**src/rtl/core_decode_regs.svh**
```systemverilog
// Purpose: named constants for the instruction decoder
// Assumes: 14-bit instruction words, four oscillator cycles per instruction cycle
// Notes: opcode patterns are compared after masking don't-care bits
`ifndef CORE_DECODE_REGS_SVH
`define CORE_DECODE_REGS_SVH

`define WORD_W 14
`define OSC_PER_CYCLE 3'd4
`define PHASE_LAST 2'd3
`define FILE_ADDR_LO 0
`define FILE_ADDR_HI 6
`define DEST_BIT 7
`define BIT_SEL_LO 7
`define BIT_SEL_HI 9
`define BITOP_LO 10
`define BITOP_HI 11
`define JUMP_KIND_BIT 11
`define STORE_PHASE 2'd2
`define CLASS_LO 12
`define CLASS_HI 13
`define PTR_NUM_BIT 2
`define MODE_LO 0
`define MODE_HI 1
`define CLASS_BYTE 2'b00
`define CLASS_BIT 2'b01
`define CLASS_JUMP 2'b10
`define CLASS_LIT 2'b11
`define BITOP_CLEAR 2'b00
`define BITOP_SET 2'b01
`define BITOP_SKIPC 2'b10
`define BITOP_SKIPS 2'b11
`define OP_DECREMENT_SKIP_IF_ZERO 14'h0b00
`define OP_INCFSZ 14'h0f00
`define BYTE_OP_MASK 14'h3f00
`define OP_CALL_ACCUMULATOR_RELATIVE 14'h000a
`define OP_BRW 14'h000b
`define OP_RETURN 14'h0008
`define OP_RETI 14'h0009
`define OP_RETLIT 14'h3400
`define RETLIT_MASK 14'h3c00
`define OP_BRA 14'h3200
`define BRA_MASK 14'h3e00
`define OP_MOVWI_MASK 14'h3ff8
`define OP_MOVIW 14'h0010
`define OP_MOVWI 14'h0018
`define SLOT0_ADDR 7'h00
`define SLOT1_ADDR 7'h01
`define ZERO_BYTE 8'h00

`endif

```
**src/rtl/core_decode_pkg.sv**
```systemverilog
// Purpose: types shared by the instruction decoder
// Assumes: nothing beyond the constants header
// Notes: none
package core_decode_pkg;
    typedef enum logic [1:0] {
        cls_byte,
        cls_bit,
        cls_literal_control
    } instr_class_t;

    typedef enum logic [1:0] {
        mode_pre_inc,
        mode_pre_dec,
        mode_post_inc,
        mode_post_dec
    } pointer_update_mode_t;
endpackage

```
**src/rtl/core_instruction_decode_timing.sv**
```systemverilog
// Purpose: decode 14-bit words, set instruction cycle count, drive r-m-w
// Assumes: one word offered per instruction start; datapath reports flow
// Notes: the extra cycles are inserted as no-operation cycles
// Notes: a skip is judged in the last cycle of its instruction, so a skip
// that also pays for a slot access keeps both of its extra cycles
// Notes: pointer top bits and skip result are same-clock datapath levels
// How it works
// - each instruction is one 14-bit word with opcode and operands
// - opcodes sort into byte, bit, or literal-and-control classes
// - plain instructions finish in exactly one instruction cycle
// - both call forms take two instruction cycles
// - return, return-with-literal and interrupt exit take two cycles
// - jumps, branches and taken skips take two cycles
// - indirect access pointing at program memory adds one cycle
// - an instruction cycle is four oscillator cycles
// - file-register instructions other than bit tests read, modify, then store result
// - the file register is read even if only written
// - destination bit 0 writes accumulator, 1 writes file register
// - file address selects location 0x00 to 0x7f in the bank
// - bit select names one bit of an 8-bit register
// - pointer number picks pointer and slot pair 0 or 1
// - don't-care bits do not change the decode
// - two-bit mode picks pre/post increment/decrement
// - flow change or true test takes two cycles, second a no-op
// - slot access with pointer top bit set adds one cycle
// - bit ops lead with 01; next two bits select the operation
`timescale 1ns/1ns
`include "core_decode_regs.svh"

module core_instruction_decode_timing #(
    parameter int WORD_W = `WORD_W
) (
    input wire logic mclk, // oscillator clock
    input wire logic rst, // synchronous reset, high
    input wire logic [WORD_W-1:0] instr_word, // fetched instruction
    input wire logic skip_taken, // datapath: skip test true
    input wire logic pointer0_msb, // pointer 0 selects program memory
    input wire logic pointer1_msb, // pointer 1 selects program memory
    output core_decode_pkg::instr_class_t instr_class, // decoded class
    output logic [6:0] file_addr, // file address operand
    output logic [2:0] bit_sel, // bit position operand
    output logic [1:0] bit_op, // bit operation select
    output logic dest_file, // 1 writes file register, 0 accumulator
    output logic [7:0] literal, // 8-bit literal operand
    output logic pointer_num, // indirect pointer pair select
    output core_decode_pkg::pointer_update_mode_t pointer_update_mode, // mode
    output logic file_read, // read strobe for named register
    output logic file_write, // write strobe to file register
    output logic acc_write, // write strobe to accumulator
    output logic flow_change, // instruction changes program flow
    output logic [1:0] phase, // oscillator phase in instruction cycle
    output logic cycle_start, // one pulse per instruction cycle
    output logic instr_start, // current word is a new instruction
    output logic nop_cycle // current cycle executes as no-op
);
    import core_decode_pkg::*;

    ////////////////////////////////////////////////////////////////////////
    // decode helpers
    function automatic logic names_file(input logic [WORD_W-1:0] w);
        logic [1:0] c;
        c = w[`CLASS_HI:`CLASS_LO];
        // control forms with zero upper byte carry no file operand
        names_file = (c == `CLASS_BIT) ||
            (c == `CLASS_BYTE && w[`WORD_W-1:`DEST_BIT] != 7'h00);
    endfunction

    function automatic logic touches_slot(input logic [6:0] a);
        touches_slot = (a == `SLOT0_ADDR) || (a == `SLOT1_ADDR);
    endfunction

    // byte-class skip forms: decrement or increment, skip when zero
    function automatic logic is_count_skip(input logic [WORD_W-1:0] w);
        logic [WORD_W-1:0] m;
        m = w & `BYTE_OP_MASK;
        is_count_skip = (m == `OP_DECREMENT_SKIP_IF_ZERO) || (m == `OP_INCFSZ);
    endfunction

    // bit tests only read the register; the high op bit marks them
    function automatic logic is_bit_test(input logic [WORD_W-1:0] w);
        is_bit_test = (w[`CLASS_HI:`CLASS_LO] == `CLASS_BIT) &&
            w[`BITOP_HI];
    endfunction

    // absolute call or call through the accumulator
    function automatic logic is_call_form(input logic [WORD_W-1:0] w);
        is_call_form = (w[`CLASS_HI:`CLASS_LO] == `CLASS_JUMP &&
            !w[`JUMP_KIND_BIT]) || w == `OP_CALL_ACCUMULATOR_RELATIVE;
    endfunction

    // subroutine return, return with literal, interrupt exit
    function automatic logic is_return_form(input logic [WORD_W-1:0] w);
        is_return_form = w == `OP_RETURN || w == `OP_RETI ||
            (w & `RETLIT_MASK) == `OP_RETLIT;
    endfunction

    // absolute jump and both relative branches
    function automatic logic is_jump_form(input logic [WORD_W-1:0] w);
        is_jump_form = (w[`CLASS_HI:`CLASS_LO] == `CLASS_JUMP &&
            w[`JUMP_KIND_BIT]) || (w & `BRA_MASK) == `OP_BRA ||
            w == `OP_BRW;
    endfunction

    // indirect moves through a pointer and slot pair
    function automatic logic is_ind_form(input logic [WORD_W-1:0] w);
        logic [WORD_W-1:0] m;
        m = w & `OP_MOVWI_MASK;
        is_ind_form = (m == `OP_MOVIW) || (m == `OP_MOVWI);
    endfunction

    // which pointer's top bit counts: the n field for indirect moves,
    // the low address bit for a direct slot access
    function automatic logic pointer_sel(input logic [WORD_W-1:0] w,
                                         input logic ind);
        pointer_sel = ind ? w[`PTR_NUM_BIT] : w[`FILE_ADDR_LO];
    endfunction

    // two top bits give the class; both upper codes are literal/control
    function automatic instr_class_t class_of(input logic [1:0] c);
        unique case (c)
            `CLASS_BYTE: class_of = cls_byte;
            `CLASS_BIT: class_of = cls_bit;
            default: class_of = cls_literal_control;
        endcase
    endfunction

    // store strobe is picked in the third phase and lands in the last phase of the first cycle only;
    // bit tests read but never store
    function automatic logic store_slot(input logic live, input logic test,
                                        input logic [1:0] ph);
        store_slot = live && !test && ph == `STORE_PHASE;
    endfunction

    ////////////////////////////////////////////////////////////////////////
    // oscillator phase
    always_ff @(posedge mclk) begin
        if (rst)
            phase <= 2'd0;
        else
            phase <= phase + 2'd1;
    end

    assign cycle_start = (phase == 2'd0);

    ////////////////////////////////////////////////////////////////////////
    // combinational decode of the incoming word
    logic [1:0] w_class;
    logic is_call, is_return, is_jump, is_skip_op, is_slot, ptr_msb;
    logic is_rmw, is_ind;
    logic [1:0] next_extra;

    assign w_class = instr_word[`CLASS_HI:`CLASS_LO];
    always_comb begin
        is_call = is_call_form(instr_word);
        is_return = is_return_form(instr_word);
        is_jump = is_jump_form(instr_word);
        is_skip_op = is_count_skip(instr_word) ||
            is_bit_test(instr_word);
        is_ind = is_ind_form(instr_word);
        is_rmw = names_file(instr_word);
        // direct slot access, or indirect move forms
        is_slot = (is_rmw &&
            touches_slot(instr_word[`FILE_ADDR_HI:`FILE_ADDR_LO])) || is_ind;
        // the top bit of the chosen pointer says it aims at program memory
        ptr_msb = pointer_sel(instr_word, is_ind) ? pointer1_msb
            : pointer0_msb;
        next_extra = 2'd0;
        if (is_call || is_return || is_jump)
            next_extra = 2'd1;
        if (is_slot && ptr_msb)
            next_extra = next_extra + 2'd1;
    end

    ////////////////////////////////////////////////////////////////////////
    // instruction sequencing
    logic [1:0] extra_left;
    logic cur_skip, pend_skip, skip_due;

    assign instr_start = cycle_start && extra_left == 2'd0 && !pend_skip;

    // skip result is only judged once no extra cycle is left, so the
    // datapath result of the final cycle is the one that counts
    assign skip_due = cur_skip && skip_taken && extra_left == 2'd0;

    always_ff @(posedge mclk) begin
        if (rst) begin
            extra_left <= 2'd0;
            pend_skip <= 1'b0;
            cur_skip <= 1'b0;
        end else if (cycle_start) begin
            if (instr_start) begin
                extra_left <= next_extra;
                cur_skip <= is_skip_op;
            end else if (pend_skip) begin
                pend_skip <= 1'b0;
            end else begin
                extra_left <= extra_left - 2'd1;
            end
        end else if (phase == `PHASE_LAST) begin
            // a slot access that costs a cycle must not lose the skip
            if (skip_due)
                pend_skip <= 1'b1;
            if (extra_left == 2'd0)
                cur_skip <= 1'b0;
        end
    end

    ////////////////////////////////////////////////////////////////////////
    // no-op marker
    // set one clock ahead of the cycle it marks, so it stands for all four
    // clocks of that cycle and is already low when the next word is taken
    always_ff @(posedge mclk) begin
        if (rst)
            nop_cycle <= 1'b0;
        else if (phase == `PHASE_LAST)
            nop_cycle <= extra_left != 2'd0 || skip_due;
    end

    ////////////////////////////////////////////////////////////////////////
    // operand fields, latched at instruction start
    always_ff @(posedge mclk) begin
        if (rst) begin
            instr_class <= cls_byte;
            file_addr <= 7'h00;
            bit_sel <= 3'd0;
            bit_op <= 2'd0;
            dest_file <= 1'b0;
            literal <= `ZERO_BYTE;
            pointer_num <= 1'b0;
            pointer_update_mode <= mode_pre_inc;
            flow_change <= 1'b0;
        end else if (instr_start) begin
            instr_class <= class_of(w_class);
            file_addr <= instr_word[`FILE_ADDR_HI:`FILE_ADDR_LO];
            bit_sel <= instr_word[`BIT_SEL_HI:`BIT_SEL_LO];
            bit_op <= instr_word[`BITOP_HI:`BITOP_LO];
            // bit ops write back to the file; byte ops follow d
            dest_file <= (w_class == `CLASS_BIT) ||
                instr_word[`DEST_BIT];
            literal <= instr_word[7:0];
            pointer_num <= instr_word[`PTR_NUM_BIT];
            pointer_update_mode <= pointer_update_mode_t'(
                instr_word[`MODE_HI:`MODE_LO]);
            flow_change <= is_call || is_return || is_jump;
        end
    end

    ////////////////////////////////////////////////////////////////////////
    // read-modify-write strobes: read in second phase, store in last
    logic rmw_live, rmw_skip_bit;

    always_ff @(posedge mclk) begin
        if (rst) begin
            rmw_live <= 1'b0;
            rmw_skip_bit <= 1'b0;
        end else if (instr_start) begin
            rmw_live <= is_rmw;
            // bit tests read only and never store
            rmw_skip_bit <= is_bit_test(instr_word);
        end else if (phase == `PHASE_LAST) begin
            rmw_live <= 1'b0;
        end
    end

    always_ff @(posedge mclk) begin
        if (rst) begin
            file_read <= 1'b0;
            file_write <= 1'b0;
            acc_write <= 1'b0;
        end else begin
            // read even for write-only forms so read side effects occur
            file_read <= instr_start && is_rmw;
            file_write <= store_slot(rmw_live, rmw_skip_bit, phase) &&
                dest_file;
            acc_write <= store_slot(rmw_live, rmw_skip_bit, phase) &&
                !dest_file;
        end
    end
endmodule

```
**config.mk**
```make
export PLATFORM = sky130hd
export DESIGN_NAME = core_instruction_decode_timing
export DESIGN_NICKNAME = d
export VERILOG_FILES = /design/src/rtl/core_decode_pkg.sv /design/src/rtl/core_instruction_decode_timing.sv
export VERILOG_INCLUDE_DIRS = /design/src /design/src/rtl
export SDC_FILE = /design/constraint.sdc
export NUM_CORES = 1
export LEC_CHECK = 0
export ABC_AREA = 1
export BUFFER_PORTS_ARGS = -buffer_cell sky130_fd_sc_hd__buf_2
export CORE_UTILIZATION = 43
export DETAILED_ROUTE_END_ITERATION = 10
export PLACE_DENSITY = 0.85
export SLEW_MARGIN = 25
export SYNTH_ARGS = -nofsm -noshare
export SYNTH_HDL_FRONTEND = slang
export SYNTH_SLANG_ARGS = --single-unit
export TNS_END_PERCENT = 100
```
**constraint.sdc**
```tcl
create_clock -name mclk -period 1.42 [get_ports mclk]
set_input_delay 0.284 -clock mclk [delete_from_list [all_inputs] [get_ports mclk]]
set_output_delay 0.284 -clock mclk [all_outputs]
set_load 0.01 [all_outputs]
```
# Word-level counts from Yosys, hierarchy flattened
# Cells that the tools add are included.
dict set report totals {
  register_bits 39
  inputBits 19
  elab_cells 104
}
dict set report classes {
  add_sub_neg 3
  eq_ne 18
  mux 17
  reduce_logical 47
}
# operator n
set ops {}
lappend ops {{== test 14 x 4 -> 1 bit (second input constant)} 4}
lappend ops {{== test 11 x 2 -> 1 bit (second input constant)} 2}
lappend ops {{logical AND 1 bit} 15}
lappend ops {{logical OR 1 bit} 15}
lappend ops {{2-to-1 mux 1 bit} 13}
lappend ops {{== test 6 x 4 -> 1 bit (second input constant)} 2}
lappend ops {{nonzero test 2 bit} 5}
lappend ops {{== test 7 x 1 -> 1 bit (second input constant)} 1}
lappend ops {{zero test 7 bit} 1}
lappend ops {{nonzero test 7 bit} 1}
lappend ops {{== test 2 bit (second input constant)} 3}
lappend ops {{zero test 2 bit} 3}
lappend ops {{2-to-1 mux 2 bit} 3}
lappend ops {{AND reduction 3 bit} 2}
lappend ops {{== test 5 bit (second input constant)} 1}
lappend ops {{== test 4 bit (second input constant)} 1}
lappend ops {{zero test 1 bit} 4}
lappend ops {{!= test 2 bit (second input constant)} 2}
lappend ops {{one-hot mux 2 bit (2 select lines)} 1}
lappend ops {{adder 1 x 1 -> 2 bit (second input constant)} 1}
lappend ops {{adder 2 x 1 -> 2 bit (second input constant)} 1}
lappend ops {{== test 2 x 1 -> 1 bit (second input constant)} 1}
lappend ops {{!= test 2 x 1 -> 1 bit (second input constant)} 1}
lappend ops {{AND reduction 2 bit} 1}
lappend ops {{subtractor 2 x 1 -> 2 bit (second input constant)} 1}

# Longest topological paths before layout
dict set report logic_depth {
  word_depth 9
  depth_mapped 13
  depth_no_buf 13
}

# Least setup slack after synthesis
# No wires, ideal clock.
dict set report synth_path {
  path_type {input to register}
  startpoint {input port instr_word[10]}
  endpoint {register extra_left[0]}
  setup_time_ns 0.123
  arrival_time_ns 1.367
  required_time_ns 1.297
  setup_slack_ns -0.070
  stages 13
  n_path_buf 0
  path_cell_list {nor2_1 > nand2_2 > nor2_4 > nand2_2 > nand2_1 > nand3_1 > nand2_1 > nor2_1 > ha_1 > nand2_1 > o21ai_1 > nand2_1 > a21oi_1}
}
dict set report synth_between {
  elab_chain_len 9
  word_cells_on_any_way 28
}
# element line_no
set synth_lines {}
lappend synth_lines {{start, declared} core_instruction_decode_timing.sv:35} ;# input wire logic [WORD_W-1:0] instr_word,
lappend synth_lines {{== test 14 x 4 -> 1 bit (no line)} -}
lappend synth_lines {{logical OR 1 bit (no line) (2 in series)} -}
lappend synth_lines {{logical OR 1 bit (2 in series)} core_instruction_decode_timing.sv:168} ;# if (is_call || is_return || is_jump)
lappend synth_lines {{2-to-1 mux 1 bit} core_instruction_decode_timing.sv:168}
lappend synth_lines {{adder 1 x 1 -> 2 bit} core_instruction_decode_timing.sv:171} ;# next_extra = next_extra + 2'd1;
lappend synth_lines {{2-to-1 mux 2 bit (*)} core_instruction_decode_timing.sv:170} ;# if (is_slot && ptr_msb)
lappend synth_lines {{2-to-1 mux 2 bit (*)} core_instruction_decode_timing.sv:191} ;# if (instr_start) begin
lappend synth_lines {{end signal, assigned} core_instruction_decode_timing.sv:192} ;# extra_left <= next_extra;
lappend synth_lines {{end signal, assigned} core_instruction_decode_timing.sv:197} ;# extra_left <= extra_left - 2'd1;
lappend synth_lines {{end, declared} core_instruction_decode_timing.sv:176} ;# logic [1:0] extra_left;
# Mark *: on every way between the ends. The rest lies on a longest branch, timed or not.
# A chain may end at the register's enable or synchronous reset.

# Worst setup path after layout
dict set report layout_path {
  startpoint {register phase[0]}
  endpoint {output port instr_start}
}
dict set report layout_between {
  elab_chain_len 3
}
# element line_no
set layout_lines {}
lappend layout_lines {{start, declared} core_instruction_decode_timing.sv:51} ;# output logic [1:0] phase,
lappend layout_lines {{start signal, assigned} core_instruction_decode_timing.sv:140} ;# phase <= phase + 2'd1;
lappend layout_lines {{zero test 2 bit} core_instruction_decode_timing.sv:143} ;# assign cycle_start = (phase == 2'd0);
lappend layout_lines {{logical AND 1 bit (2 in series)} core_instruction_decode_timing.sv:179} ;# assign instr_start = cycle_start && extra_left == 2'd0 && !pend_skip;
lappend layout_lines {{end, declared} core_instruction_decode_timing.sv:53} ;# output logic instr_start,
# No other way between the ends.

==> reports/qor.csv <==
stage;metric;value;unit
logic_synthesis;yosysMostFrequentCell;nor2_1;
global_route;grt_pass1_wl;5526;um
logic_synthesis;syn_nets;197;
pwr;p_leak;0.9401;nW
cts;cts_tree;done;
floorplanning;rows;20;
final_layout;areaGrowthSynthToFinish;38.93;%
global_route;antenna_found_initial;0;
cts;clkTransAtPathRegs;0.15;ns
final_layout;instances_no_fill;287;
cts;clock_latency;0.32;ns
global_route;grt_use_total;0.2133;
sta;worst_slack;-0.09218;ns
critical_path;arrival;1.23;ns
routing;drt-wirelength-per-cell;12.12;um
logic_synthesis;synth_top_area_frac;0.4065;
sta;setup_viol;3;
pwr;power.internal;1.406;mW
cts;ctsHoldBuffers;0;
sta;relSlewSlack;0.7255;
sta;rsz0062_at_grt;true;
sta;slew_violations;0;
cts;cts_root_buf;clkbuf_4;
pwr;p_sw;729.4;uW
logic_synthesis;ys_seq_area_frac;0.4065;
routing;routed_wl;3479;um
pwr;p_clk_frac;0.180;
sta;hold_ws;0.2162;ns
pwr;power_density;1115;nW/um2
critical_path;rrSetupSlack;-0.02;ns
cts;clock_sinks;28;
sta;max_freq;661.3;MHz
sta;fin_skew;0.007266;ns
final_layout;fin_util;0.6275;
status;violations;negative setup slack;
logic_synthesis;synth.top_cells.by_area;dfxtp_1, nor2_1, buf_4;
routing;drtIter0Drc;74;
global_route;grt_pass1_vias;1252;
cts;cts_max_level;1;
critical_path;endpoint_kind;output port;
logic_synthesis;synthMuxAreaShare;0;
logic_synthesis;async_flop_share;0;
floorplanning;design.core.area;3053;um2
pwr;swShare;0.3416;
global_route;overflow;0;
placed_design;dp_hpwl;2428;um
floorplanning;pin_count;54;
pwr;finalPower;2.135;mW
logic_synthesis;yosys.area_share.simple;0.2613;
floorplanning;initial_core_util;0.4516;
final_layout;nNetsFinal;268;
sta;min_period;1.512;ns
cts;cts_buffer_depth;2;
critical_path;cp_max_fo;2;
logic_synthesis;ys_ff_latch;28;
critical_path;startpoint;phase[0];
routing;dr.pass1.iters;4;
floorplanning;fp.dieH;58.63;um
pwr;seq_power_share;0.441;
final_layout;drive_gt1_frac;0.4856;
sta;hold_violations;0;
critical_path;critical_path_class;reg2out;
logic_synthesis;synth_edf_count;0;
logic_synthesis;postSynthAreaPerCell;7.970;um2
critical_path;r2r_start;phase[0];
critical_path;required;1.14;ns
status;status;complete, but fails checks;
floorplanning;die_w;58.63;um
logic_synthesis;synth-main-ff-cell;dfxtp_1;
logic_synthesis;synth.distinct_cells;32;
routing;via_per_inst;4.770;
logic_synthesis;yosysWarnings;0;
critical_path;cp-start-kind;flip-flop;
worst_hold_path;hp-start;instr_word[1];
placed_design;gp_congestion;0.8092;
logic_synthesis;syn_inst;173;
placed_design;dpl.cell_count;274;
logic_synthesis;synth_area;1379;um2
logic_synthesis;yosysTopAreaCell;dfxtp_1;
placed_design;numPortBuffers;53;
pwr;combPwrFrac;0.379;
logic_synthesis;synth_top_family_by_area;simple AND/OR/NAND/NOR gates;
routing;antenna_left;0;
sta;tightest_slew;0.4113;ns
sta;tns;-0.1322;ns
placed_design;dp_worst_setup_slack;-0.3059;ns
final_layout;diodes;0;
logic_synthesis;synth_xor_area_frac;0;
logic_synthesis;ys_top_cells_by_count;nor2_1, dfxtp_1, nand2_1;
floorplanning;dieArea;3437;um2
routing;drc;0;
final_layout;finish.instance_area;1916;um2
placed_design;place_area;1734;um2
sta;post-route-period-util;1.065;
logic_synthesis;synth_compound_area_frac;0.1434;
worst_hold_path;worstHoldPathType;in2reg;
pwr;irDropWorstVdd;334.2;uV
global_route;grt_max_degree;16;
logic_synthesis;synth_fa_ha_area_frac;0.04537;
cts;cts_buffers;3;
routing;vias;1369;
run;maxCapViolCount;0;
[power by group through the flow]
stage          Clock (mW)  Combinational (mW)  Sequential [mW]
3_5_place_dp            0               0.684            0.955
5_1_grt             0.430               0.891            0.954
3_3_place_gp            0               0.668            0.951
4_1_cts             0.393               0.767            0.941
2_1_floorplan           0               0.447            0.996
6_report            0.384               0.809            0.941
[path summary, 6_finish.rpt]
check	cells past startpoint	end
max	7	instr_start
min	3	file_addr[1]
max reg2reg	10	bit_sel[2]
min reg2reg	2	file_write
[layout by cell type, fill, tap and decap left out, types with 2 or more instances in the layout]
| cell type | count |
|---|---|
| nand3_2 | 2 |
| ha_1 | 3 |
| buf_6 | 2 |
| nand3_1 | 5 |
| buf_2 | 51 |
| clkbuf_4 | 3 |
| o21ai_0 | 6 |
| nand2_1 | 17 |
| nand2_4 | 2 |
| nand4_1 | 2 |
| inv_2 | 2 |
| o21ai_1 | 11 |
| nor2_2 | 5 |
| a21oi_1 | 9 |
| nor2_1 | 28 |
| dfxtp_1 | 25 |
| dfxtp_2 | 3 |
| ha_4 | 2 |
| nand2_2 | 4 |
| a21oi_2 | 3 |
| nor2_4 | 3 |
| inv_1 | 14 |
| buf_4 | 29 |
[routing by layer]
layer | GRT usage | share of wire | wire [um]
met2 | 0.3596 | 0.51 | 1770
met3 | 0.04615 | 0.045 | 158
met5 | 0 | 0 | 0
met1 | 0.2462 | 0.42 | 1451
met4 | 0.1327 | 0.028 | 99
[state kept, by name, indices dropped and copies added, names as in the netlist, 2 cells and up]
name and count:
bit_op 2, file_addr 6, phase 2, extra_left 2, instr_class 2, bit_sel 3
[kinds of logic (layout without fill, tap and decap cells)]
group	count (synthesis)	count (layout)
AO/OA/AOI/OAI	33	33
flip-flops	28	28
adder cells (fa/ha/maj)	5	5
AND/OR/NAND/NOR	73	73
buffers and inverters	34	104
[layout make-up]
class,count,area [um2]
Multi-Input combinational cell,111,681.9
Tap cell,44,55.05
Sequential cell,28,564.3
Fill cell,265,1137
Clock buffer,4,36.28
Inverter,18,82.58
Timing Repair Buffer,82,495.5
[repair_timing]
| item | CTS | global route |
|---|---|---|
| gates resized for setup | 13 | 14 |
| pin swaps | 2 | 1 |
| setup endpoints to repair | 2 | 19 |
| buffers inserted | 5 | 4 |
| hold endpoints to repair | 0 | 0 |
[worst max-delay path, stage by stage, from the launching register on]
cell	delay [ns]
dfxtp_2	0.37
inv_2	0.05
ha_4	0.16
nand2_4	0.06
inv_4	0.05
nand2_8	0.07
inv_12	0.03
buf_6	0.11
(Power assumes the default switching activity.)
